$ cat config.mk
export PLATFORM = sky130hd
export DESIGN_NAME = ssof_framer
export DESIGN_NICKNAME = d
export VERILOG_FILES = /design/src/rtl/ssof_pkg.sv /design/src/rtl/ssof_framer.sv /design/src/rtl/ssof_fifo.sv
export VERILOG_INCLUDE_DIRS = /design/src /design/src/rtl
export SDC_FILE = /design/constraint.sdc
export NUM_CORES = 1
export LEC_CHECK = 0
export BUFFER_PORTS_ARGS = -buffer_cell sky130_fd_sc_hd__buf_2
export CORE_MARGIN = 2
export CORE_UTILIZATION = 32
export DETAILED_ROUTE_END_ITERATION = 8
export SYNTH_ARGS = -nofsm -noshare
export SYNTH_HDL_FRONTEND = slang
export SYNTH_SLANG_ARGS = --single-unit
$ cat constraint.sdc
create_clock -name sys_clk -period 7.95 [get_ports sys_clk]
set_input_delay 0.795 -clock sys_clk [delete_from_list [all_inputs] [get_ports sys_clk]]
set_output_delay 0.795 -clock sys_clk [all_outputs]
set_load 0.01 [all_outputs]
$ cat src/rtl/ssof_consts.svh
/*
 * Constants of the sample output framer: register offsets, field positions,
 * reset values, timing figures and record characters.
 * Assumes inclusion by bare name from the design files only.
 */
`ifndef SSOF_CONSTS_SVH
`define SSOF_CONSTS_SVH

// ==========================================================================
// Register map (byte addresses, 32-bit aligned words)
`define SSOF_ADR_CTRL 8'h00
`define SSOF_ADR_STATUS 8'h04
`define SSOF_ADR_DELAY 8'h08

// ==========================================================================
// Control field positions and reset value
`define SSOF_CTRL_MODE_LSB 0
`define SSOF_CTRL_RATE_LSB 2
`define SSOF_CTRL_BW_LSB 4
`define SSOF_CTRL_PKTBUS_BIT 6
`define SSOF_CTRL_RESET 7'h00

// ==========================================================================
// Status field positions
`define SSOF_STAT_CNT_LSB 0
`define SSOF_STAT_LOST_BIT 8
`define SSOF_STAT_CFGERR_BIT 9
`define SSOF_STAT_BUSY_BIT 10
`define SSOF_STAT_FULL_BIT 11

// ==========================================================================
// Timing
`define SSOF_CLK_HZ 20000000
`define SSOF_TICK_HZ 100
`define SSOF_LOST_HZ 1
`define SSOF_TICK_CYC (`SSOF_CLK_HZ / `SSOF_TICK_HZ)
`define SSOF_LOST_CYC (`SSOF_CLK_HZ / `SSOF_LOST_HZ)
`define SSOF_DLY_UNF_MS 10
`define SSOF_DLY_BW5_MS 795
`define SSOF_DLY_BW10_MS 395
`define SSOF_DLY_BW25_MS 155

// ==========================================================================
// Record characters and signature seed
`define SSOF_SIG_SEED 16'haaaa
`define SSOF_CHR_COMMA 8'h2c
`define SSOF_CHR_CR 8'h0d
`define SSOF_CNT_RESET 8'h00

`endif

$ cat src/rtl/ssof_pkg.sv
/*
 * Types of the sample output framer.
 * Assumes nothing beyond a SystemVerilog compiler.
 */
package ssof_pkg;

    // ======================================================================
    // Operating modes and serialiser states
    typedef enum logic [1:0] {
        MODE_EXT_TRIG,
        MODE_PROMPT_FILT,
        MODE_FREE_RAW,
        MODE_FREE_FILT
    } ssof_mode_t;

    typedef enum logic [2:0] {
        SER_IDLE,
        SER_HEX,
        SER_SEP,
        SER_CNT,
        SER_SIG,
        SER_CR
    } ssof_ser_t;

    // ======================================================================
    // One measurement: three wind axes, sonic temperature, diagnostic word
    typedef struct packed {
        logic [15:0] windX;
        logic [15:0] windY;
        logic [15:0] windZ;
        logic [15:0] sonicTemp;
        logic [15:0] diagWord;
    } ssof_sample_t;

    typedef struct packed {
        logic pktBus;
        logic [1:0] bandSel;
        logic [1:0] rateSel;
        ssof_mode_t mode;
    } ssof_ctrl_t;

endpackage

$ cat src/rtl/ssof_framer.sv
/*
 * Output stage of a sonic anemometer: sample buffer, prompted answers,
 * decimated ASCII records with counter and signature, Wishbone registers.
 * Assumes sample and prompt inputs come from logic on sys_clk.
 */
// The implementer's own choices: the Wishbone interface to the registers and the placing of the registers.
`timescale 1ns/1ps
`default_nettype none
`include "ssof_consts.svh"

// What this block does
// - Buffer each finished sample until the next one arrives
// - Mode 0 prompt triggers, returns older sample
// - Mode 1 prompt returns newest filtered sample
// - Mode 1 only over packet bus
// - Mode 1 answer within five milliseconds
// - Free-running record rates 10/20/50/100 Hz
// - Decimate raw in mode 2, filtered mode 3
// - Seven comma fields, carriage return ends
// - Decimal record counter wraps after 255
// - Signature last, four hex characters
// - Signature covers x through counter field
// - Signature seed is 0xaaaa
// - Shift-add step per covered byte
// - Record offset within one output period
// - Modes 1-3 self-trigger at 100 Hz
// - Missing prompts fall back to 1 Hz
// - Report filter and mode output delays
module ssof_framer import ssof_pkg::*; #(
    parameter int unsigned TICK_CYCLES = `SSOF_TICK_CYC,
    parameter int unsigned LOST_CYCLES = `SSOF_LOST_CYC,
    parameter int FIFO_DEPTH = 32
) (
    input wire logic sys_clk,
    input wire logic sys_rst,
    input wire logic wb_cyc_i,
    input wire logic wb_stb_i,
    input wire logic wb_we_i,
    input wire logic [7:0] wb_adr_i,
    input wire logic [3:0] wb_sel_i,
    input wire logic [31:0] wb_dat_i,
    output logic [31:0] wb_dat_o,
    output logic wb_ack_o,
    input wire ssof_sample_t sampleRaw,
    input wire ssof_sample_t sampleFilt,
    input wire logic sampleValid,
    output logic measTrig,
    input wire logic promptReq,
    output logic respValid,
    output ssof_sample_t respData,
    output logic [7:0] txData,
    output logic txValid,
    input wire logic txReady
);
    ssof_ctrl_t ctrl_q;
    ssof_sample_t bufRaw_q, bufFilt_q, rec_q;
    ssof_ser_t ser_q;
    logic [31:0] tickCnt_q, secCnt_q, idleCnt_q;
    logic [3:0] decCnt_q, decDiv;
    logic tick, secTick, decEvent, promptOk, lost_q, cfgErr, fifoFull;
    logic [2:0] field_q;
    logic [1:0] nib_q, dig_q;
    logic [7:0] recCnt_q, sigHi_q, sigLo_q, serByte, sigSum;
    logic covered, push, fifoReady, startRec;
    logic [7:0] hund, tens, ones;
    logic [15:0] curField;
    logic [15:0] sigWord;

    function automatic logic [7:0] hexChr(input logic [3:0] n);
        hexChr = (n < 4'ha) ? (8'h30 + {4'h0, n}) : (8'h57 + {4'h0, n});
    endfunction

    // ======================================================================
    // Sample buffer
    always_ff @(posedge sys_clk) begin
        if (sys_rst) begin
            bufRaw_q <= '0;
            bufFilt_q <= '0;
        end else if (sampleValid) begin
            bufRaw_q <= sampleRaw;
            bufFilt_q <= sampleFilt;
        end
    end

    // ======================================================================
    // Internal timers
    always_ff @(posedge sys_clk) begin
        if (sys_rst || tick) begin
            tickCnt_q <= '0;
        end else begin
            tickCnt_q <= tickCnt_q + 32'h1;
        end
    end
    assign tick = (tickCnt_q == TICK_CYCLES - 1);

    always_ff @(posedge sys_clk) begin
        if (sys_rst || secTick) begin
            secCnt_q <= '0;
        end else begin
            secCnt_q <= secCnt_q + 32'h1;
        end
    end
    assign secTick = (secCnt_q == LOST_CYCLES - 1);

    // ======================================================================
    // Prompted answers and lost-trigger fallback
    // A sync-bus prompt in mode 1 is dropped: that bus cannot carry filtered data
    assign cfgErr = (ctrl_q.mode == MODE_PROMPT_FILT) && !ctrl_q.pktBus;
    assign promptOk = promptReq && ((ctrl_q.mode == MODE_EXT_TRIG)
        || (ctrl_q.mode == MODE_PROMPT_FILT && ctrl_q.pktBus));

    always_ff @(posedge sys_clk) begin
        if (sys_rst || promptOk || ctrl_q.mode[1]) begin
            idleCnt_q <= '0;
        end else if (idleCnt_q != LOST_CYCLES - 1) begin
            idleCnt_q <= idleCnt_q + 32'h1;
        end
    end

    always_ff @(posedge sys_clk) begin
        if (sys_rst || promptOk || ctrl_q.mode[1]) begin
            lost_q <= 1'b0;
        end else if (idleCnt_q == LOST_CYCLES - 1) begin
            lost_q <= 1'b1;
        end
    end

    always_ff @(posedge sys_clk) begin
        if (sys_rst) begin
            respValid <= 1'b0;
            respData <= '0;
        end else begin
            respValid <= promptOk || (lost_q && secTick);
            if (ctrl_q.mode == MODE_PROMPT_FILT) begin
                respData <= bufFilt_q;
            end else begin
                respData <= bufRaw_q;
            end
        end
    end

    always_ff @(posedge sys_clk) begin
        if (sys_rst) begin
            measTrig <= 1'b0;
        end else if (ctrl_q.mode == MODE_EXT_TRIG) begin
            measTrig <= promptOk || (lost_q && secTick);
        end else begin
            measTrig <= tick;
        end
    end

    // ======================================================================
    // Decimation of the 100 Hz stream
    always_comb begin
        unique case (ctrl_q.rateSel)
            2'd0: decDiv = 4'd10;
            2'd1: decDiv = 4'd5;
            2'd2: decDiv = 4'd2;
            2'd3: decDiv = 4'd1;
        endcase
    end

    always_ff @(posedge sys_clk) begin
        if (sys_rst || !ctrl_q.mode[1]) begin
            decCnt_q <= '0;
        end else if (tick) begin
            decCnt_q <= decEvent ? 4'd0 : decCnt_q + 4'd1;
        end
    end
    assign decEvent = tick && ctrl_q.mode[1] && (decCnt_q >= decDiv - 4'd1);
    // A record still draining when the next is due is skipped, not queued
    assign startRec = decEvent && (ser_q == SER_IDLE);

    always_ff @(posedge sys_clk) begin
        if (sys_rst) begin
            rec_q <= '0;
        end else if (startRec) begin
            rec_q <= (ctrl_q.mode == MODE_FREE_FILT) ? bufFilt_q : bufRaw_q;
        end
    end

    // ======================================================================
    // Record serialiser
    always_comb begin
        unique case (field_q)
            3'd0: curField = rec_q.windX;
            3'd1: curField = rec_q.windY;
            3'd2: curField = rec_q.windZ;
            3'd3: curField = rec_q.sonicTemp;
            default: curField = rec_q.diagWord;
        endcase
    end

    assign hund = (recCnt_q >= 8'd200) ? 8'd2 : ((recCnt_q >= 8'd100) ? 8'd1 : 8'd0);
    assign tens = (recCnt_q - hund * 8'd100) / 8'd10;
    assign ones = recCnt_q - hund * 8'd100 - tens * 8'd10;
    assign sigWord = {sigHi_q, sigLo_q};

    always_comb begin
        unique case (ser_q)
            SER_HEX: serByte = hexChr(curField[4'd12 - {nib_q, 2'b00} +: 4]);
            SER_SEP: serByte = `SSOF_CHR_COMMA;
            SER_CNT: serByte = 8'h30 + ((dig_q == 2'd0) ? hund
                : ((dig_q == 2'd1) ? tens : ones));
            SER_SIG: serByte = hexChr(sigWord[4'd12 - {nib_q, 2'b00} +: 4]);
            SER_CR: serByte = `SSOF_CHR_CR;
            default: serByte = 8'h00;
        endcase
    end

    assign push = (ser_q != SER_IDLE) && fifoReady;
    assign covered = (ser_q == SER_HEX) || (ser_q == SER_CNT)
        || (ser_q == SER_SEP && field_q != 3'd5);

    always_ff @(posedge sys_clk) begin
        if (sys_rst) begin
            ser_q <= SER_IDLE;
            field_q <= '0;
            nib_q <= '0;
            dig_q <= '0;
        end else if (startRec) begin
            ser_q <= SER_HEX;
            field_q <= '0;
            nib_q <= '0;
        end else if (push) begin
            unique case (ser_q)
                SER_HEX, SER_SIG: begin
                    nib_q <= nib_q + 2'd1;
                    if (nib_q == 2'd3) begin
                        ser_q <= (ser_q == SER_HEX) ? SER_SEP : SER_CR;
                    end
                end
                SER_SEP: begin
                    if (field_q == 3'd5) begin
                        ser_q <= SER_SIG;
                    end else if (field_q == 3'd4) begin
                        field_q <= 3'd5;
                        ser_q <= SER_CNT;
                        // Leading zeros suppressed
                        dig_q <= (recCnt_q >= 8'd100) ? 2'd0 : ((recCnt_q >= 8'd10) ? 2'd1 : 2'd2);
                    end else begin
                        field_q <= field_q + 3'd1;
                        ser_q <= SER_HEX;
                    end
                end
                SER_CNT: begin
                    dig_q <= dig_q + 2'd1;
                    if (dig_q == 2'd2) begin
                        ser_q <= SER_SEP;
                    end
                end
                SER_CR: ser_q <= SER_IDLE;
                default: ser_q <= SER_IDLE;
            endcase
        end
    end

    always_ff @(posedge sys_clk) begin
        if (sys_rst) begin
            recCnt_q <= `SSOF_CNT_RESET;
        end else if (push && ser_q == SER_CR) begin
            recCnt_q <= recCnt_q + 8'd1;
        end
    end

    // ======================================================================
    // Signature accumulator
    assign sigSum = {sigLo_q[6:0], 1'b0} + sigHi_q + serByte + {7'h00, sigLo_q[7]};

    always_ff @(posedge sys_clk) begin
        if (sys_rst || startRec) begin
            sigHi_q <= 8'(`SSOF_SIG_SEED >> 8);
            sigLo_q <= 8'(`SSOF_SIG_SEED);
        end else if (push && covered) begin
            sigHi_q <= sigLo_q;
            sigLo_q <= sigSum;
        end
    end

    // ======================================================================
    // Output FIFO; a stalled link holds the serialiser
    ssof_fifo #(.WIDTH(8), .DEPTH(FIFO_DEPTH)) u_fifo (
        .sys_clk(sys_clk),
        .sys_rst(sys_rst),
        .inData(serByte),
        .inValid(ser_q != SER_IDLE),
        .inReady(fifoReady),
        .outData(txData),
        .outValid(txValid),
        .outReady(txReady),
        .isFull(fifoFull)
    );

    // ======================================================================
    // Wishbone registers
    always_ff @(posedge sys_clk) begin
        if (sys_rst) begin
            ctrl_q <= `SSOF_CTRL_RESET;
        end else if (wb_cyc_i && wb_stb_i && wb_we_i && !wb_ack_o && wb_sel_i[0]
            && wb_adr_i == `SSOF_ADR_CTRL) begin
            ctrl_q <= wb_dat_i[6:0];
        end
    end

    always_ff @(posedge sys_clk) begin
        if (sys_rst) begin
            wb_ack_o <= 1'b0;
            wb_dat_o <= '0;
        end else begin
            wb_ack_o <= wb_cyc_i && wb_stb_i && !wb_ack_o;
            wb_dat_o <= '0;
            unique case (wb_adr_i)
                `SSOF_ADR_CTRL: wb_dat_o[6:0] <= ctrl_q;
                `SSOF_ADR_STATUS: wb_dat_o[11:0] <= {fifoFull, ser_q != SER_IDLE,
                    cfgErr, lost_q, recCnt_q};
                `SSOF_ADR_DELAY: begin
                    if (ctrl_q.mode == MODE_FREE_RAW) begin
                        wb_dat_o[9:0] <= 10'(`SSOF_DLY_UNF_MS);
                    end else if (ctrl_q.mode != MODE_EXT_TRIG) begin
                        wb_dat_o[9:0] <= (ctrl_q.bandSel == 2'd0) ? 10'(`SSOF_DLY_BW5_MS)
                            : ((ctrl_q.bandSel == 2'd1) ? 10'(`SSOF_DLY_BW10_MS)
                            : 10'(`SSOF_DLY_BW25_MS));
                    end
                end
                default: wb_dat_o <= '0;
            endcase
        end
    end
endmodule

`default_nettype wire

$ cat src/rtl/ssof_fifo.sv
/*
 * Synchronous FIFO with valid/ready on both sides.
 * Assumes DEPTH is a power of two and one clock for both sides.
 */
`timescale 1ns/1ps
`default_nettype none

module ssof_fifo #(
    parameter int WIDTH = 8,
    parameter int DEPTH = 32
) (
    input wire logic sys_clk,
    input wire logic sys_rst,
    input wire logic [WIDTH-1:0] inData,
    input wire logic inValid,
    output logic inReady,
    output logic [WIDTH-1:0] outData,
    output logic outValid,
    input wire logic outReady,
    output logic isFull
);
    localparam int AW = $clog2(DEPTH);

    logic [WIDTH-1:0] mem [DEPTH];
    logic [AW:0] wrPtr_q;
    logic [AW:0] rdPtr_q;
    logic empty;

    assign empty = (wrPtr_q == rdPtr_q);
    assign isFull = (wrPtr_q[AW] != rdPtr_q[AW]) && (wrPtr_q[AW-1:0] == rdPtr_q[AW-1:0]);
    assign inReady = !isFull;
    assign outValid = !empty;
    assign outData = mem[rdPtr_q[AW-1:0]];

    // ======================================================================
    // Storage and pointers
    always_ff @(posedge sys_clk) begin
        if (inValid && !isFull) begin
            mem[wrPtr_q[AW-1:0]] <= inData;
        end
    end

    always_ff @(posedge sys_clk) begin
        if (sys_rst) begin
            wrPtr_q <= '0;
        end else if (inValid && !isFull) begin
            wrPtr_q <= wrPtr_q + 1'b1;
        end
    end

    always_ff @(posedge sys_clk) begin
        if (sys_rst) begin
            rdPtr_q <= '0;
        end else if (outReady && !empty) begin
            rdPtr_q <= rdPtr_q + 1'b1;
        end
    end
endmodule

`default_nettype wire

# == Word level (Yosys, flattened, before mapping) ==
# Memories as Yosys holds them, arrays and structs flattened. A register that Yosys moved wholly into a read port is not among the register bits.
# Index checks and enable logic that the tools add are counted.
# word_totals
word_cells,208
n_memories,1
out_inout_bits,124
mem_bits_rw,256
regBits,509
# mem_list
memory,words,width,read_ports,rd_clocked_by_memory_dff,wr,line,text
u_fifo.mem,32,8,1,1,1,ssof_fifo.sv:24,logic [WIDTH-1:0] mem [DEPTH];
# op_classes
n_reduce_logical,53
n_mul,2
n_mux,37
magnitude_cmp,6
n_div,1
shifts,2
eq_ne,36
n_bitwise,3
add_sub_neg,22
# op_table
cell,n
$mux W80,2
$add A32 B1 Y32 const B,3
$eq A32 B25 Y1 const B,2
$pmux W16 S4,1
$pmux W8 S5,1
$eq A32 B18 Y1 const B,1
$mux W8,4
$ne A32 B25 Y1 const B,1
$shiftx A16 B5 Y4,2
$mux W10,3
$pmux W7 S3,1
$logic_and A1 B1 Y1,19
$add A7 B4 Y8 const A,2
$add A8 B8 Y8,2
$pmux W4 S4,1
$sub A8 B8 Y8,2
$mux W3,5
$add A6 B4 Y7 const A,2
$add A6 B1 Y6 const B,2
$eq A2 B2 Y1 const B,6
$eq A3 B2 Y1 const B,4
$eq A3 B3 Y1 const B,4
$mux W2,6
$logic_or A1 B1 Y1,10
45 further kinds,76

# == Depth between registers and ports, before layout ==
# Gate-level depths: netlist of the first run.
# logic_depth
ltp_word,14
depth_mapped,38

# == Cells and area by module ==
# From an unflattened synthesis of the first run, not the netlist that was laid out.
# unflattened
cells_unflattened,2890
hier_area_um2,31863.1
# modules_own_cells
mod,area_each_um2,cells_per_inst,n_inst,seq_area_each_um2
ssof_framer,21202.8,2396,1,9549.2
ssof_fifo,10660.2,494,1,8027.7

# == Worst setup path after synthesis of the first run ==
# OpenSTA, ideal clock, no wires.
# synth_path
kind,register to register
start,register recCnt_q[4]
end,register sigLo_q[7]
slack_ns,-0.585
period_less_slack_ns,8.535
setup_ns,0.060
arrival_ns,8.475
path_stages_with_launch,38
t_required_ns,7.890
path_cell_list,dfxtp_1 > buf_4 > nor3_1 > o21a_1 > or2_2 > inv_1 > ha_1 > inv_1 > fa_1 > xor2_2 > and3_1 > buf_2 > o21ai_1 > o21a_1 > mux2_2 > a221o_1 > nand4b_1 > ha_1 > [... 2 more ...] > fa_1 > xor2_1 > ha_1 > inv_1 > or3_1 > or3_1 > nand3_1 > xnor2_1 > a22oi_1 > o21a_1 > a21oi_1 > fa_1 > ha_1 > a21oi_1 > xor2_1 > or3b_1 > a31o_1 > nand2_1
# synth_via
elab_chain_len,14
word_cells_on_any_way,15
cone_classes,5 x add/sub; 2 x mul; 1 x div; 2 x order compare; 5 x mux
# synth_rtl
item,line,text
start: declaration,ssof_framer.sv:63,"logic [7:0] recCnt_q, sigHi_q, sigLo_q, serByte, sigSum;"
start signal: assignment,ssof_framer.sv:260,recCnt_q <= `SSOF_CNT_RESET;
start signal: assignment,ssof_framer.sv:262,recCnt_q <= recCnt_q + 8'd1;
$ge A8 B7 Y1,ssof_framer.sv:194,assign hund = (recCnt_q >= 8'd200) ? 8'd2 : ((recCnt_q >= 8'd100) ? 8'd1 : 8'd0);
$mux W1,ssof_framer.sv:194,
$mux W2,ssof_framer.sv:194,
$mul A2 B5 Y6,"ssof_framer.sv:195, ssof_framer.sv:196",
$sub A8 B8 Y8,"ssof_framer.sv:195, ssof_framer.sv:196",
$div A8 B4 Y8,ssof_framer.sv:195,assign tens = (recCnt_q - hund * 8'd100) / 8'd10;
$mul A8 B3 Y7,ssof_framer.sv:196,assign ones = recCnt_q - hund * 8'd100 - tens * 8'd10;
$sub A8 B8 Y8,ssof_framer.sv:196,
$mux W8,ssof_framer.sv:204,: ((dig_q == 2'd1) ? tens : ones));
$mux W8 *,ssof_framer.sv:203,SER_CNT: serByte = 8'h30 + ((dig_q == 2'd0) ? hund
$add A6 B8 Y8 *,ssof_framer.sv:203,
$pmux W8 S5 *,ssof_framer.sv:200,unique case (ser_q)
named net serByte[6],ssof_framer.sv:63,
$add A8 B8 Y8 *,ssof_framer.sv:268,"assign sigSum = {sigLo_q[6:0], 1'b0} + sigHi_q + serByte + {7'h00, sigLo_q[7]};"
$add A8 B1 Y8 *,ssof_framer.sv:268,
end signal: assignment,ssof_framer.sv:273,sigLo_q <= 8'(`SSOF_SIG_SEED);
end signal: assignment,ssof_framer.sv:276,sigLo_q <= sigSum;
end: declaration,ssof_framer.sv:63,
# The timed path passes the listed nets; every way through them passes the cells marked *.
# A chain may end at the register's enable or synchronous reset.

# == Worst setup path after layout of the first run ==
# layout_path
start,register recCnt_q[5]
end,register sigLo_q[7]
# Same word-level chain as after synthesis.

==> results of run 1 <==
==> synthesized netlist by cell type (5+ instances only) <==
master,number
sky130_fd_sc_hd__dfxtp_1,494
sky130_fd_sc_hd__nor2_1,461
sky130_fd_sc_hd__nand2_1,356
sky130_fd_sc_hd__edfxtp_1,256
sky130_fd_sc_hd__mux2i_1,176
sky130_fd_sc_hd__a21oi_1,163
sky130_fd_sc_hd__clkbuf_1,155
sky130_fd_sc_hd__nand3_1,129
sky130_fd_sc_hd__mux4_2,86
sky130_fd_sc_hd__a311oi_1,82
sky130_fd_sc_hd__xor2_1,60
sky130_fd_sc_hd__xnor2_1,56
sky130_fd_sc_hd__inv_1,53
sky130_fd_sc_hd__ha_1,51
sky130_fd_sc_hd__o21ai_0,47
sky130_fd_sc_hd__nor3_1,31
sky130_fd_sc_hd__and3_1,30
sky130_fd_sc_hd__buf_2,22
sky130_fd_sc_hd__or3_1,22
sky130_fd_sc_hd__buf_4,21
sky130_fd_sc_hd__nand4_1,21
sky130_fd_sc_hd__a222oi_1,16
sky130_fd_sc_hd__buf_1,14
sky130_fd_sc_hd__nor4_1,14
sky130_fd_sc_hd__a21o_1,13
sky130_fd_sc_hd__nand2b_1,13
sky130_fd_sc_hd__o211ai_1,12
sky130_fd_sc_hd__fa_1,11
sky130_fd_sc_hd__mux2_2,11
sky130_fd_sc_hd__or2_2,11
sky130_fd_sc_hd__nor2b_1,9
sky130_fd_sc_hd__o22ai_1,8
sky130_fd_sc_hd__a211oi_1,7
sky130_fd_sc_hd__and2_1,7
sky130_fd_sc_hd__nand3b_1,7
sky130_fd_sc_hd__o21a_1,6
sky130_fd_sc_hd__and4_1,5
==> how the worst min path moves through the flow <==
stage | start | to | slack, ns
6_report | sampleFilt[23] | bufFilt_q[23]$_SDFFE_PP0P_ | 0.37
5_1_grt | sampleFilt[22] | bufFilt_q[22]$_SDFFE_PP0P_ | 0.36
4_1_cts | wb_dat_i[5] | ctrl_q[5]$_SDFFE_PP0P_ | 0.33
3_5_place_dp | tickCnt_q[0]$_SDFF_PP0_ | tickCnt_q[0]$_SDFF_PP0_ | 0.46
3_3_place_gp | secCnt_q[0]$_SDFF_PP0_ | secCnt_q[0]$_SDFF_PP0_ | 0.45
2_1_floorplan | secCnt_q[0]$_SDFF_PP0_ | secCnt_q[0]$_SDFF_PP0_ | 0.43
==> state kept, by name (all words and copies together), names as in the netlist, 8 cells and up, named ones only <==
name / cells
secCnt_q: 32
respData: 80
tickCnt_q: 32
sigLo_q: 8
sigHi_q: 8
idleCnt_q: 32
u_fifo.mem: 256
rec_q: 80
wb_dat_o: 12
bufRaw_q: 80
recCnt_q: 8
bufFilt_q: 80
==> layout by cell type (no fill, tap or decap), types with 9 or more instances in the layout <==
master / instances
sky130_fd_sc_hd__a21o_1: 13
sky130_fd_sc_hd__a21oi_1: 159
sky130_fd_sc_hd__a222oi_1: 16
sky130_fd_sc_hd__a311oi_1: 82
sky130_fd_sc_hd__and3_1: 28
sky130_fd_sc_hd__buf_2: 285
sky130_fd_sc_hd__buf_4: 51
sky130_fd_sc_hd__bufinv_16: 15
sky130_fd_sc_hd__clkbuf_1: 12
sky130_fd_sc_hd__clkbuf_16: 80
sky130_fd_sc_hd__clkbuf_8: 15
sky130_fd_sc_hd__clkinv_2: 10
sky130_fd_sc_hd__conb_1: 21
sky130_fd_sc_hd__dfxtp_1: 486
sky130_fd_sc_hd__edfxtp_1: 256
sky130_fd_sc_hd__fa_1: 9
sky130_fd_sc_hd__ha_1: 47
sky130_fd_sc_hd__inv_1: 49
sky130_fd_sc_hd__mux2_2: 11
sky130_fd_sc_hd__mux2i_1: 176
sky130_fd_sc_hd__mux4_2: 86
sky130_fd_sc_hd__nand2_1: 354
sky130_fd_sc_hd__nand2b_1: 12
sky130_fd_sc_hd__nand3_1: 127
sky130_fd_sc_hd__nand4_1: 21
sky130_fd_sc_hd__nor2_1: 458
sky130_fd_sc_hd__nor2b_1: 9
sky130_fd_sc_hd__nor3_1: 29
sky130_fd_sc_hd__nor4_1: 13
sky130_fd_sc_hd__o211ai_1: 12
sky130_fd_sc_hd__o21ai_0: 47
sky130_fd_sc_hd__or2_2: 10
sky130_fd_sc_hd__or3_1: 21
sky130_fd_sc_hd__xnor2_1: 55
sky130_fd_sc_hd__xor2_1: 60
==> layout make-up <==
type / count / area (um2)
clock buffers: 106 / 2240
diodes: 3 / 7.507
well taps: 1298 / 1624
clock inverters: 42 / 758.2
repair buffers: 339 / 1858
flip-flops and latches: 750 / 17600
inverters: 54 / 205.2
fillers: 9622 / 61670
multi-input cells: 2016 / 13750
==> cells by family after synthesis <==
group | synth area share [%]
AOI/OAI and AO/OA | 8.353
xor gates and xnor gates | 3.219
adders and majority gates | 2.739
buffers and inverters | 3.480
DFF | 54.81
muxes | 11.92
other | 0.02342
and+or+nand+nor | 15.46
==> power by group through the flow <==
stage | clock, mW | combinational (mW) | sequential (mW)
floorplan | 0 | 0.162 | 4.13
global placement | 0 | 0.259 | 4.14
detailed placement | 0 | 0.262 | 4.13
CTS | 4.27 | 0.264 | 4.05
global route | 4.43 | 0.291 | 4.06
finish | 4.17 | 0.261 | 4.05
==> tightest hold or removal path, delay by kind of cell <==
family        cells  cell delay (ns)
mux               1             0.05
simple gates      1             0.07
buf+inv           1             0.07
==> timing repair <==
| action | 4_1_cts | 5_1_grt |
|---|---|---|
| endpoints found under the setup margin | 1 | 1 |
| pin swaps | 1 | 23 |
| resized for setup | 4 | 45 |
| buffers inserted | 0 | 6 |
==> per-layer routing <==
metal / global-route usage [%] / wire length [um] / up-vias
met1: 21.81 / 38570 / 11020
li1: - / - / 11150
met4: 4.215 / 1487 / 14
met2: 26.52 / 40110 / 529
met3: 2.393 / 3886 / 105
met5: 0 / 84 / -
==> metrics.txt, run 1 <==
# TYPE chip_impl_metric gauge
chip_impl_info{name="startpoint",value="recCnt_q[5]$_SDFFE_PP0P_"} 1
chip_impl_metric{name="final_hold_viol_count",unit=""} 0
chip_impl_metric{name="drive_gt1_share",unit="%"} 19.50
chip_impl_metric{name="min_period_over_period",unit="%"} 97.55
chip_impl_metric{name="power_density",unit="nW/um2"} 223.1
chip_impl_metric{name="finalClockSkew",unit="ns"} 0.04448
chip_impl_metric{name="grt_first_pass_wirelength",unit="um"} 130200
chip_impl_metric{name="pin_count",unit=""} 336
chip_impl_metric{name="clk_latency",unit="ns"} 0.66
chip_impl_metric{name="ir_drop",unit="V"} 0.0001448
chip_impl_info{name="tritoncts",value="yes"} 1
chip_impl_metric{name="syn-instance-count",unit=""} 3014
chip_impl_metric{name="finalNonFillerCells",unit=""} 4608
chip_impl_metric{name="ys_seq_elements",unit=""} 750
chip_impl_info{name="main_synth_ff_type",value="sky130_fd_sc_hd__dfxtp_1"} 1
chip_impl_metric{name="crit_fanout",unit=""} 5
chip_impl_metric{name="dieArea",unit="um2"} 102800
chip_impl_metric{name="area_growth",unit="%"} 18.61
chip_impl_metric{name="seq_power_share",unit="%"} 47.8
chip_impl_metric{name="cap_violations",unit=""} 0
chip_impl_metric{name="syn-mean-instance-area",unit="um2"} 10.64
chip_impl_info{name="cpLargestDelayFamily",value="adder cells"} 1
chip_impl_metric{name="finalSetupViolations",unit=""} 0
chip_impl_metric{name="drt_first_iter_violations",unit=""} 1556
chip_impl_metric{name="hold_buffers",unit=""} 0
chip_impl_metric{name="synth-async-reset-ratio",unit="%"} 0
chip_impl_metric{name="clock_tree.htree_level_count",unit=""} 3
chip_impl_metric{name="core_area",unit="um2"} 99710
chip_impl_metric{name="achievable-frequency",unit="MHz"} 129.0
chip_impl_metric{name="die_width",unit="um"} 320.6
chip_impl_metric{name="path_buf_inv",unit=""} 5
chip_impl_metric{name="tightestPinTransition",unit="ns"} 1.194
chip_impl_info{name="clockRootBuffer",value="sky130_fd_sc_hd__clkbuf_16"} 1
chip_impl_metric{name="first_global_vias",unit=""} 22100
chip_impl_info{name="post_synth_main_area_contributors",value="sky130_fd_sc_hd__dfxtp_1 31%, sky130_fd_sc_hd__edfxtp_1 24%, sky130_fd_sc_hd__mux4_2 6.0%, sky130_fd_sc_hd__mux2i_1 5.5%, sky130_fd_sc_hd__nor2_1 5.4%"} 1
chip_impl_metric{name="max_slew_margin",unit="%"} 20.38
chip_impl_metric{name="largest_net_degree_at_the_start_of_global_routing",unit=""} 184
chip_impl_info{name="grt_setup_unrepaired",value="yes"} 1
chip_impl_info{name="end_kind",value="register"} 1
chip_impl_metric{name="placed_cell_count",unit=""} 4451
chip_impl_metric{name="hpwl",unit="um"} 55250
chip_impl_metric{name="netlist.area_leader.share",unit="%"} 30.84
chip_impl_metric{name="critical_path.max_stage_delay",unit="ns"} 0.61
chip_impl_metric{name="fin_util",unit="%"} 38.15
chip_impl_info{name="synth_top_area_cell",value="sky130_fd_sc_hd__dfxtp_1"} 1
chip_impl_info{name="hp-class",value="in2reg"} 1
chip_impl_metric{name="initial_core_util",unit="%"} 32.16
chip_impl_info{name="timing.rr.start",value="recCnt_q[5]$_SDFFE_PP0P_"} 1
chip_impl_metric{name="chipHeight",unit="um"} 320.6
chip_impl_metric{name="postRouteAntennaNets",unit=""} 0
chip_impl_metric{name="finalWorstPathRequiredPeriod",unit="ns"} 7.755
chip_impl_metric{name="power.switching_fraction",unit="%"} 21.85
chip_impl_metric{name="worstPathArrival",unit="ns"} 8.32
chip_impl_metric{name="grt_overflow_total",unit=""} 0
chip_impl_metric{name="power.total",unit="mW"} 8.484
chip_impl_metric{name="placedInstanceArea",unit="um2"} 34770
chip_impl_info{name="critPathLaunchType",value="register"} 1
chip_impl_metric{name="num_vias",unit=""} 22820
chip_impl_info{name="timing_worst_setup_path_type",value="reg2reg"} 1
chip_impl_metric{name="clk_path_buf_depth",unit=""} 3
chip_impl_metric{name="power_frac_comb",unit="%"} 3.1
chip_impl_metric{name="cell_internal_pwr",unit="mW"} 6.630
chip_impl_metric{name="tritoncts_num_sinks",unit=""} 750
chip_impl_metric{name="detail_route.drc_violations",unit=""} 0
chip_impl_metric{name="totalWireLength",unit="um"} 84140
chip_impl_metric{name="synth_cell_type_count",unit=""} 81
chip_impl_metric{name="leakage",unit="nW"} 13.77
chip_impl_metric{name="pwr-share-clk",unit="%"} 49.2
chip_impl_metric{name="cp.required",unit="ns"} 8.51
chip_impl_metric{name="synth_area",unit="um2"} 32070
chip_impl_metric{name="switchingPower",unit="mW"} 1.854
chip_impl_metric{name="fin_tns_setup",unit="ns"} 0
chip_impl_metric{name="place_worst_setup_slack",unit="ns"} -0.08424
chip_impl_metric{name="detail_route.first_pass.iterations",unit=""} 8
chip_impl_metric{name="place.port_buffers",unit=""} 287
chip_impl_metric{name="grt_use_total",unit="%"} 16.01
chip_impl_metric{name="crit_cells",unit=""} 37
chip_impl_metric{name="detail_route.wl_per_cell",unit="um"} 18.26
chip_impl_metric{name="seq_area_frac_synth",unit="%"} 54.81
chip_impl_metric{name="rr_worst_depth",unit=""} 37
chip_impl_metric{name="clk_pin_slew",unit="ns"} 0.06
chip_impl_metric{name="detail_route.vias_per_cell",unit=""} 4.951
chip_impl_metric{name="num_rows",unit=""} 116
chip_impl_metric{name="synth-edff-count",unit=""} 256
chip_impl_metric{name="finish.net_count",unit=""} 3515
chip_impl_info{name="critical_path.reg2reg.endpoint",value="sigLo_q[7]$_SDFFE_PP1P_"} 1
chip_impl_metric{name="worst_slack",unit="ns"} 0.1951
chip_impl_metric{name="cts_buffers",unit=""} 80
chip_impl_metric{name="slew_violations",unit=""} 0
chip_impl_metric{name="number_of_antenna_violations_at_the_first_check_in_global_routing",unit=""} 10
chip_impl_metric{name="ys_warn_count",unit=""} 0
chip_impl_metric{name="fin_worst_hold_slack",unit="ns"} 0.3691
chip_impl_info{name="cp_max_delay_cell",value="sky130_fd_sc_hd__fa_1"} 1
chip_impl_metric{name="whs_path_depth",unit=""} 3
chip_impl_metric{name="reg2reg_slack",unit="ns"} 0.20
chip_impl_info{name="timing_endpoint_of_the_critical_path",value="sigLo_q[7]$_SDFFE_PP1P_"} 1
chip_impl_metric{name="final_area",unit="um2"} 38040
chip_impl_info{name="run_status",value="finished clean"} 1
chip_impl_metric{name="place_congestion",unit=""} 0.8031
No activity file was read; power rests on OpenSTA's default activity.
==> inputs of run 2 (changes only) <==
CTS_BUF_LIST = sky130_fd_sc_hd__clkbuf_8   (was not set)
clock period = 7.6 ns   (was 7.95 ns; I/O delays follow)
==> run 2 against run 1 <==
Combinational power rose by 4%. Utilization decreased by 0.37 points. First-iteration DRC count down 5.7%. Power is 4.5% lower. Non-clock buffer count rose by 12. Via count grew 0.81%. Final area decreased by 0.97%. Count of clock-buffer cells in the layout grew 38. Maximum frequency rose by 2.2%. Global-route usage about the same. Sequential power rose by 5%. Highest routed layer unchanged.
==> metrics.txt, run 2 (same netlist as run 1, synthesis figures left out) <==
# TYPE chip_impl_metric gauge
chip_impl_info{name="run_status",value="finished clean"} 1
chip_impl_metric{name="detail_route.wl_per_cell",unit="um"} 18.01
chip_impl_metric{name="clk_latency",unit="ns"} 0.80
chip_impl_metric{name="largest_net_degree_at_the_start_of_global_routing",unit=""} 108
chip_impl_metric{name="grt_overflow_total",unit=""} 0
chip_impl_metric{name="number_of_antenna_violations_at_the_first_check_in_global_routing",unit=""} 10
chip_impl_info{name="final_cell_mix",value="486 x sky130_fd_sc_hd__dfxtp_1, 458 x sky130_fd_sc_hd__nor2_1, 353 x sky130_fd_sc_hd__nand2_1"} 1
chip_impl_metric{name="hpwl",unit="um"} 56070
chip_impl_metric{name="crit_fanout",unit=""} 6
chip_impl_info{name="cpLargestDelayFamily",value="adder cells"} 1
chip_impl_metric{name="finalSetupViolations",unit=""} 0
chip_impl_info{name="clockRootBuffer",value="sky130_fd_sc_hd__clkbuf_8"} 1
chip_impl_metric{name="min_period_over_period",unit="%"} 99.89
chip_impl_metric{name="finalClockSkew",unit="ns"} 0.06155
chip_impl_metric{name="hold_buffers",unit=""} 0
chip_impl_metric{name="finalNonFillerCells",unit=""} 4698
chip_impl_metric{name="first_global_vias",unit=""} 22280
chip_impl_metric{name="postRouteAntennaNets",unit=""} 0
chip_impl_metric{name="totalWireLength",unit="um"} 84620
chip_impl_metric{name="tightestPinTransition",unit="ns"} 1.117
chip_impl_info{name="tritoncts",value="yes"} 1
chip_impl_metric{name="detail_route.first_pass.iterations",unit=""} 5
chip_impl_info{name="critical_path.reg2reg.endpoint",value="sigLo_q[7]$_SDFFE_PP1P_"} 1
chip_impl_metric{name="area_growth",unit="%"} 17.46
chip_impl_metric{name="chipHeight",unit="um"} 320.6
chip_impl_metric{name="fin_worst_hold_slack",unit="ns"} 0.2051
chip_impl_metric{name="tritoncts_num_sinks",unit=""} 750
chip_impl_metric{name="placed_cell_count",unit=""} 4459
chip_impl_metric{name="whs_path_depth",unit=""} 3
chip_impl_metric{name="drive_gt1_share",unit="%"} 20.48
chip_impl_info{name="cp_max_delay_cell",value="sky130_fd_sc_hd__fa_1"} 1
chip_impl_metric{name="path_buf_inv",unit=""} 4
chip_impl_metric{name="core_area",unit="um2"} 99710
chip_impl_metric{name="cap_violations",unit=""} 0
chip_impl_metric{name="crit_cells",unit=""} 35
chip_impl_metric{name="cts_buffers",unit=""} 120
chip_impl_metric{name="place_congestion",unit=""} 0.8199
chip_impl_metric{name="achievable-frequency",unit="MHz"} 131.7
chip_impl_info{name="min_delay_worst_endpoint",value="bufRaw_q[23]$_SDFFE_PP0P_"} 1
chip_impl_metric{name="ir_drop",unit="V"} 0.0001743
chip_impl_metric{name="dieArea",unit="um2"} 102800
chip_impl_metric{name="largest_register_ff_count",unit=""} 256
chip_impl_info{name="critPathLaunchType",value="register"} 1
chip_impl_metric{name="num_vias",unit=""} 23000
chip_impl_metric{name="reg2reg_slack",unit="ns"} 0.008
chip_impl_metric{name="slew_violations",unit=""} 0
chip_impl_metric{name="drt_first_iter_violations",unit=""} 1467
chip_impl_info{name="grt_setup_unrepaired",value="yes"} 1
chip_impl_metric{name="clk_path_buf_depth",unit=""} 3
chip_impl_metric{name="pin_count",unit=""} 336
chip_impl_metric{name="detail_route.vias_per_cell",unit=""} 4.896
chip_impl_metric{name="final_hold_viol_count",unit=""} 0
chip_impl_metric{name="initial_core_util",unit="%"} 32.16
chip_impl_metric{name="filler_cell_count",unit=""} 9704
chip_impl_metric{name="num_rows",unit=""} 116
chip_impl_metric{name="finish.net_count",unit=""} 3567
chip_impl_metric{name="critical_path.max_stage_delay",unit="ns"} 0.47
chip_impl_metric{name="die_width",unit="um"} 320.6
chip_impl_metric{name="power_density",unit="nW/um2"} 215.2
chip_impl_info{name="layout.cells.most_common",value="sky130_fd_sc_hd__dfxtp_1"} 1
chip_impl_metric{name="rr_worst_depth",unit=""} 35
chip_impl_metric{name="grt_use_total",unit="%"} 16.05
chip_impl_metric{name="finalWorstPathRequiredPeriod",unit="ns"} 7.592
chip_impl_metric{name="max_slew_margin",unit="%"} 25.35
chip_impl_metric{name="worstPathArrival",unit="ns"} 8.32
chip_impl_info{name="hp-class",value="in2reg"} 1
chip_impl_metric{name="clk_pin_slew",unit="ns"} 0.07
chip_impl_metric{name="cp.required",unit="ns"} 8.33
chip_impl_metric{name="detail_route.drc_violations",unit=""} 0
chip_impl_info{name="min_from",value="sampleRaw[23]"} 1
chip_impl_info{name="timing_worst_setup_path_type",value="reg2reg"} 1
chip_impl_metric{name="clock_tree.htree_level_count",unit=""} 3
chip_impl_info{name="end_kind",value="register"} 1
chip_impl_metric{name="place.port_buffers",unit=""} 287
chip_impl_metric{name="leakage",unit="nW"} 13.83
chip_impl_metric{name="grt_first_pass_wirelength",unit="um"} 130100
chip_impl_info{name="timing.rr.start",value="recCnt_q[3]$_SDFFE_PP0P_"} 1
==> run 2: power by group <==
part | internal, mW | switching (mW)
sequential | 4.19 | 0.0497
clock | 1.92 | 1.68
combinational | 0.117 | 0.155
==> run 2: metrics by stage <==
stage	setup slack, ns	instance area [um2]	total power [mW]	setup TNS, ns	utilization (%)
floorplan	0.05971	32260	4.489	0	-
global placement	-0.003669	34890	4.597	-0.003669	35.00
detailed placement	-0.02240	34890	4.598	-0.02240	35.00
CTS	0.001711	37460	8.216	0	37.57
global route	-0.2879	37670	8.425	-0.2879	37.78
finish	0.008434	37670	8.105	0	37.78
==> run 2: how the worst max path moves through the flow <==
stage	start	slack [ns]	end
floorplan	recCnt_q[4]$_SDFFE_PP0P_	0.06	sigLo_q[7]$_SDFFE_PP1P_
global placement	recCnt_q[5]$_SDFFE_PP0P_	-0.004	sigLo_q[7]$_SDFFE_PP1P_
detailed placement	recCnt_q[5]$_SDFFE_PP0P_	-0.02	sigLo_q[7]$_SDFFE_PP1P_
CTS	recCnt_q[5]$_SDFFE_PP0P_	0.002	sigLo_q[7]$_SDFFE_PP1P_
global route	recCnt_q[3]$_SDFFE_PP0P_	-0.29	sigLo_q[7]$_SDFFE_PP1P_
finish	recCnt_q[3]$_SDFFE_PP0P_	0.008	sigLo_q[7]$_SDFFE_PP1P_
==> run 2: area by class of cell <==
type,count,area [um2],area share [%]
antenna,2,5.005,0.01329
tap,1298,1624,4.311
inverter,54,207.7,0.5514
clock inverter,83,570.5,1.515
clock buffer,144,1982,5.261
sequential,750,17600,46.73
multi-input combinational,2016,13740,36.48
timing repair buffer,351,1936,5.138
==> run 2: repair_timing <==
item	CTS	global route
pin swaps	0	20
gates resized for setup	1	33
buffers inserted	0	10
endpoints found under the hold margin	0	0
setup endpoints to repair	1	2
==> run 2: worst min-delay path, delay by kind of cell <==
kind          cells  cell delay (ns)
buf+inv           1             0.08
simple gates      1             0.07
mux               1             0.05
==> run 2: routing by layer <==
metal | share of wire [%] | vias to the layer above | wire, um | GRT usage (%)
met5 | 0.12 | - | 98 | 0
met4 | 2.7 | 16 | 2254 | 5.759
met3 | 5.0 | 132 | 4251 | 2.930
met2 | 47 | 494 | 39650 | 25.86
met1 | 45 | 11090 | 38370 | 21.54
li1 | - | 11270 | - | -
==> inputs of run 3 (changes only) <==
ABC_AREA = 1   (was not set)
==> run 3 against run 2 <==
Setup slack improved by 0.61 ns. Via count increased by 16%. Worst hold slack got worse by 0.019 ns. Maximum frequency increased by 8.7%.
==> metrics.txt, run 3 <==
# TYPE chip_impl_metric gauge
chip_impl_info{name="run_status",value="finished clean"} 1
chip_impl_metric{name="finalSetupViolations",unit=""} 0
chip_impl_metric{name="area_of_the_multi_input_gates",unit="um2"} 12690
chip_impl_metric{name="postRouteAntennaNets",unit=""} 0
chip_impl_info{name="ys_top_cells_by_count",value="526 x sky130_fd_sc_hd__o21ai_0, 506 x sky130_fd_sc_hd__nor2_1, 494 x sky130_fd_sc_hd__dfxtp_1"} 1
chip_impl_info{name="cp_most_frequent_cell",value="sky130_fd_sc_hd__nand2_2"} 1
chip_impl_metric{name="synth_cell_type_count",unit=""} 64
chip_impl_metric{name="max_slew_margin",unit="%"} 25.40
chip_impl_info{name="hp-class",value="in2reg"} 1
chip_impl_metric{name="largest_net_degree_at_the_start_of_global_routing",unit=""} 176
chip_impl_metric{name="detail_route.first_pass.iterations",unit=""} 5
chip_impl_metric{name="number_of_antenna_violations_at_the_first_check_in_global_routing",unit=""} 13
chip_impl_metric{name="syn-instance-count",unit=""} 3670
chip_impl_info{name="cpLargestDelayFamily",value="adder cells"} 1
chip_impl_metric{name="final_hold_viol_count",unit=""} 0
chip_impl_metric{name="ys_seq_elements",unit=""} 750
chip_impl_metric{name="detail_route.drc_violations",unit=""} 0
chip_impl_metric{name="worstPathArrival",unit="ns"} 7.61
chip_impl_info{name="post_synth_main_area_contributors",value="sky130_fd_sc_hd__dfxtp_1 30%, sky130_fd_sc_hd__edfxtp_1 24%, sky130_fd_sc_hd__o21ai_0 8.1%, sky130_fd_sc_hd__nor2_1 5.9%, sky130_fd_sc_hd__a21oi_1 4.7%"} 1
chip_impl_metric{name="filler_cell_count",unit=""} 10190
chip_impl_metric{name="grt_use_total",unit="%"} 17.74
chip_impl_metric{name="fin_worst_hold_slack",unit="ns"} 0.1861
chip_impl_info{name="grt_setup_unrepaired",value="no"} 1
chip_impl_metric{name="ir_drop",unit="V"} 0.0001686
chip_impl_metric{name="synth_area",unit="um2"} 32430
chip_impl_info{name="yosysMostFrequentCell",value="sky130_fd_sc_hd__o21ai_0"} 1
chip_impl_metric{name="crit_fanout",unit=""} 7
chip_impl_metric{name="critical_path.max_stage_delay",unit="ns"} 0.46
chip_impl_metric{name="min_period_over_period",unit="%"} 91.87
chip_impl_metric{name="place_worst_setup_slack",unit="ns"} 0.2647
chip_impl_metric{name="largest_register_ff_count",unit=""} 256
chip_impl_info{name="cp_max_delay_cell",value="sky130_fd_sc_hd__fa_1"} 1
chip_impl_metric{name="drive_gt1_share",unit="%"} 16.31
chip_impl_metric{name="seq_area_frac_synth",unit="%"} 54.20
chip_impl_metric{name="leakage",unit="nW"} 14.08
chip_impl_metric{name="achievable-frequency",unit="MHz"} 143.2
chip_impl_info{name="clockRootBuffer",value="sky130_fd_sc_hd__clkbuf_8"} 1
chip_impl_metric{name="worst_slack",unit="ns"} 0.6176
chip_impl_metric{name="detail_route.vias_per_cell",unit=""} 4.973
chip_impl_metric{name="die_width",unit="um"} 322.4
chip_impl_metric{name="ys_warn_count",unit=""} 0
chip_impl_metric{name="num_vias",unit=""} 26750
chip_impl_metric{name="finalWorstPathRequiredPeriod",unit="ns"} 6.982
chip_impl_metric{name="grt_overflow_total",unit=""} 0
chip_impl_metric{name="clk_pin_slew",unit="ns"} 0.06
chip_impl_metric{name="cts_buffers",unit=""} 132
chip_impl_metric{name="num_rows",unit=""} 116
chip_impl_metric{name="detail_route.wl_per_cell",unit="um"} 17.38
chip_impl_metric{name="clock_tree.htree_level_count",unit=""} 4
chip_impl_metric{name="grt_first_pass_wirelength",unit="um"} 145100
chip_impl_metric{name="hold_buffers",unit=""} 0
chip_impl_info{name="layout.cells.most_common",value="sky130_fd_sc_hd__o21ai_0"} 1
chip_impl_metric{name="core_area",unit="um2"} 100300
chip_impl_metric{name="hpwl",unit="um"} 61560
chip_impl_metric{name="tightestPinTransition",unit="ns"} 1.109
chip_impl_metric{name="syn-mean-instance-area",unit="um2"} 8.837
chip_impl_metric{name="first_global_vias",unit=""} 25690
chip_impl_metric{name="cp.required",unit="ns"} 8.22
chip_impl_metric{name="netlist.area_leader.share",unit="%"} 30.49
chip_impl_metric{name="clk_latency",unit="ns"} 0.79
chip_impl_metric{name="power.total",unit="mW"} 9.444
chip_impl_metric{name="totalWireLength",unit="um"} 93490
chip_impl_metric{name="synth-async-reset-ratio",unit="%"} 0
chip_impl_metric{name="dieArea",unit="um2"} 103900
chip_impl_metric{name="tritoncts_num_sinks",unit=""} 750
chip_impl_metric{name="synth-edff-count",unit=""} 256
chip_impl_metric{name="finalNonFillerCells",unit=""} 5378
chip_impl_info{name="tritoncts",value="yes"} 1
chip_impl_metric{name="place_congestion",unit=""} 0.8435
chip_impl_metric{name="cap_violations",unit=""} 0
chip_impl_metric{name="path_buf_inv",unit=""} 5
chip_impl_metric{name="drt_first_iter_violations",unit=""} 1871
chip_impl_metric{name="finish.net_count",unit=""} 4190
chip_impl_metric{name="place.port_buffers",unit=""} 287
chip_impl_metric{name="chipHeight",unit="um"} 322.4
chip_impl_metric{name="clk_path_buf_depth",unit=""} 3
chip_impl_info{name="main_synth_ff_type",value="sky130_fd_sc_hd__dfxtp_1"} 1
chip_impl_metric{name="fin_tns_setup",unit="ns"} 0
chip_impl_info{name="timing_worst_setup_path_type",value="reg2reg"} 1
chip_impl_info{name="end_kind",value="register"} 1
chip_impl_metric{name="regArea",unit="um2"} 17590
chip_impl_metric{name="placed_cell_count",unit=""} 5136
chip_impl_info{name="synth_top_area_cell",value="sky130_fd_sc_hd__dfxtp_1"} 1
chip_impl_metric{name="finalClockSkew",unit="ns"} 0.05351
chip_impl_metric{name="pin_count",unit=""} 336
chip_impl_info{name="critPathLaunchType",value="register"} 1
chip_impl_metric{name="power_density",unit="nW/um2"} 251.4
chip_impl_info{name="final_cell_mix",value="523 x sky130_fd_sc_hd__o21ai_0, 504 x sky130_fd_sc_hd__nor2_1, 489 x sky130_fd_sc_hd__dfxtp_1"} 1
chip_impl_metric{name="slew_violations",unit=""} 0
chip_impl_metric{name="initial_core_util",unit="%"} 32.34
chip_impl_metric{name="area_growth",unit="%"} 15.84
run 3: timing repair:
action,CTS,global route
setup endpoints to repair,0,3
gates resized for setup,0,16
setup buffers,0,3
run 3: metal layers:
layer / up-vias / share of wire, % / global-route usage (%)
li1: 13150 / - / -
met1: 12620 / 45 / 23.88
met2: 801 / 46 / 28.18
met3: 171 / 5.9 / 3.378
met4: 6 / 2.9 / 6.729
met5: - / 0.037 / 0
run 3: power by group:
group          internal, mW  switching [mW]
sequential             4.30           0.130
clock                  1.85            1.70
combinational         0.443            1.02
total                  6.59            2.85
run 3: final cells by class:
| class | count | share of cell area, % |
|---|---|---|
| antenna | 4 | 0.02664 |
| clock buffer | 149 | 5.459 |
| clock inverter | 86 | 1.202 |
| inverter | 366 | 3.697 |
| multi-input combinational | 2346 | 33.77 |
| sequential | 750 | 46.81 |
| tap | 1357 | 4.520 |
| timing repair buffer | 320 | 4.516 |
run 3: worst min-delay path, delay by kind of cell:
family	cells	cell delay (ns)
and+or+nand+nor	2	0.11
buffers and inverters	1	0.08
run 3: logic make-up (layout without fill, tap and decap cells):
| logic type | count (synthesis) | in the layout | share of synthesized area, % |
|---|---|---|---|
| AOI/OAI and AO/OA | 1126 | 1126 | 19.79 |
| and+or+nand+nor | 1120 | 1120 | 15.63 |
| DFF | 750 | 750 | 54.20 |
| buffers and inverters | 593 | 921 | 7.226 |
| adders and majority gates | 62 | 62 | 2.647 |
| xor gates and xnor gates | 17 | 17 | 0.4823 |
| other | 2 | 25 | 0.02316 |
run 3: path summary, 6_finish.rpt:
path	end	from	slack [ns]	cells past startpoint
worst min register to register	tickCnt_q[0]$_SDFF_PP0_	tickCnt_q[0]$_SDFF_PP0_	0.44	1
worst min-delay path	bufRaw_q[13]$_SDFFE_PP0P_	sampleRaw[13]	0.19	3
worst max-delay path	sigLo_q[7]$_SDFFE_PP1P_	recCnt_q[3]$_SDFFE_PP0P_	0.62	45
worst max register to register	sigLo_q[7]$_SDFFE_PP1P_	recCnt_q[3]$_SDFFE_PP0P_	0.62	45
run 3: stage by stage:
stage,cell area (um2),utilization (%)
3_3_place_gp,34990,34.89
3_5_place_dp,34990,34.89
5_1_grt,37560,37.45
2_1_floorplan,32510,-
4_1_cts,37490,37.38
6_report,37570,37.46
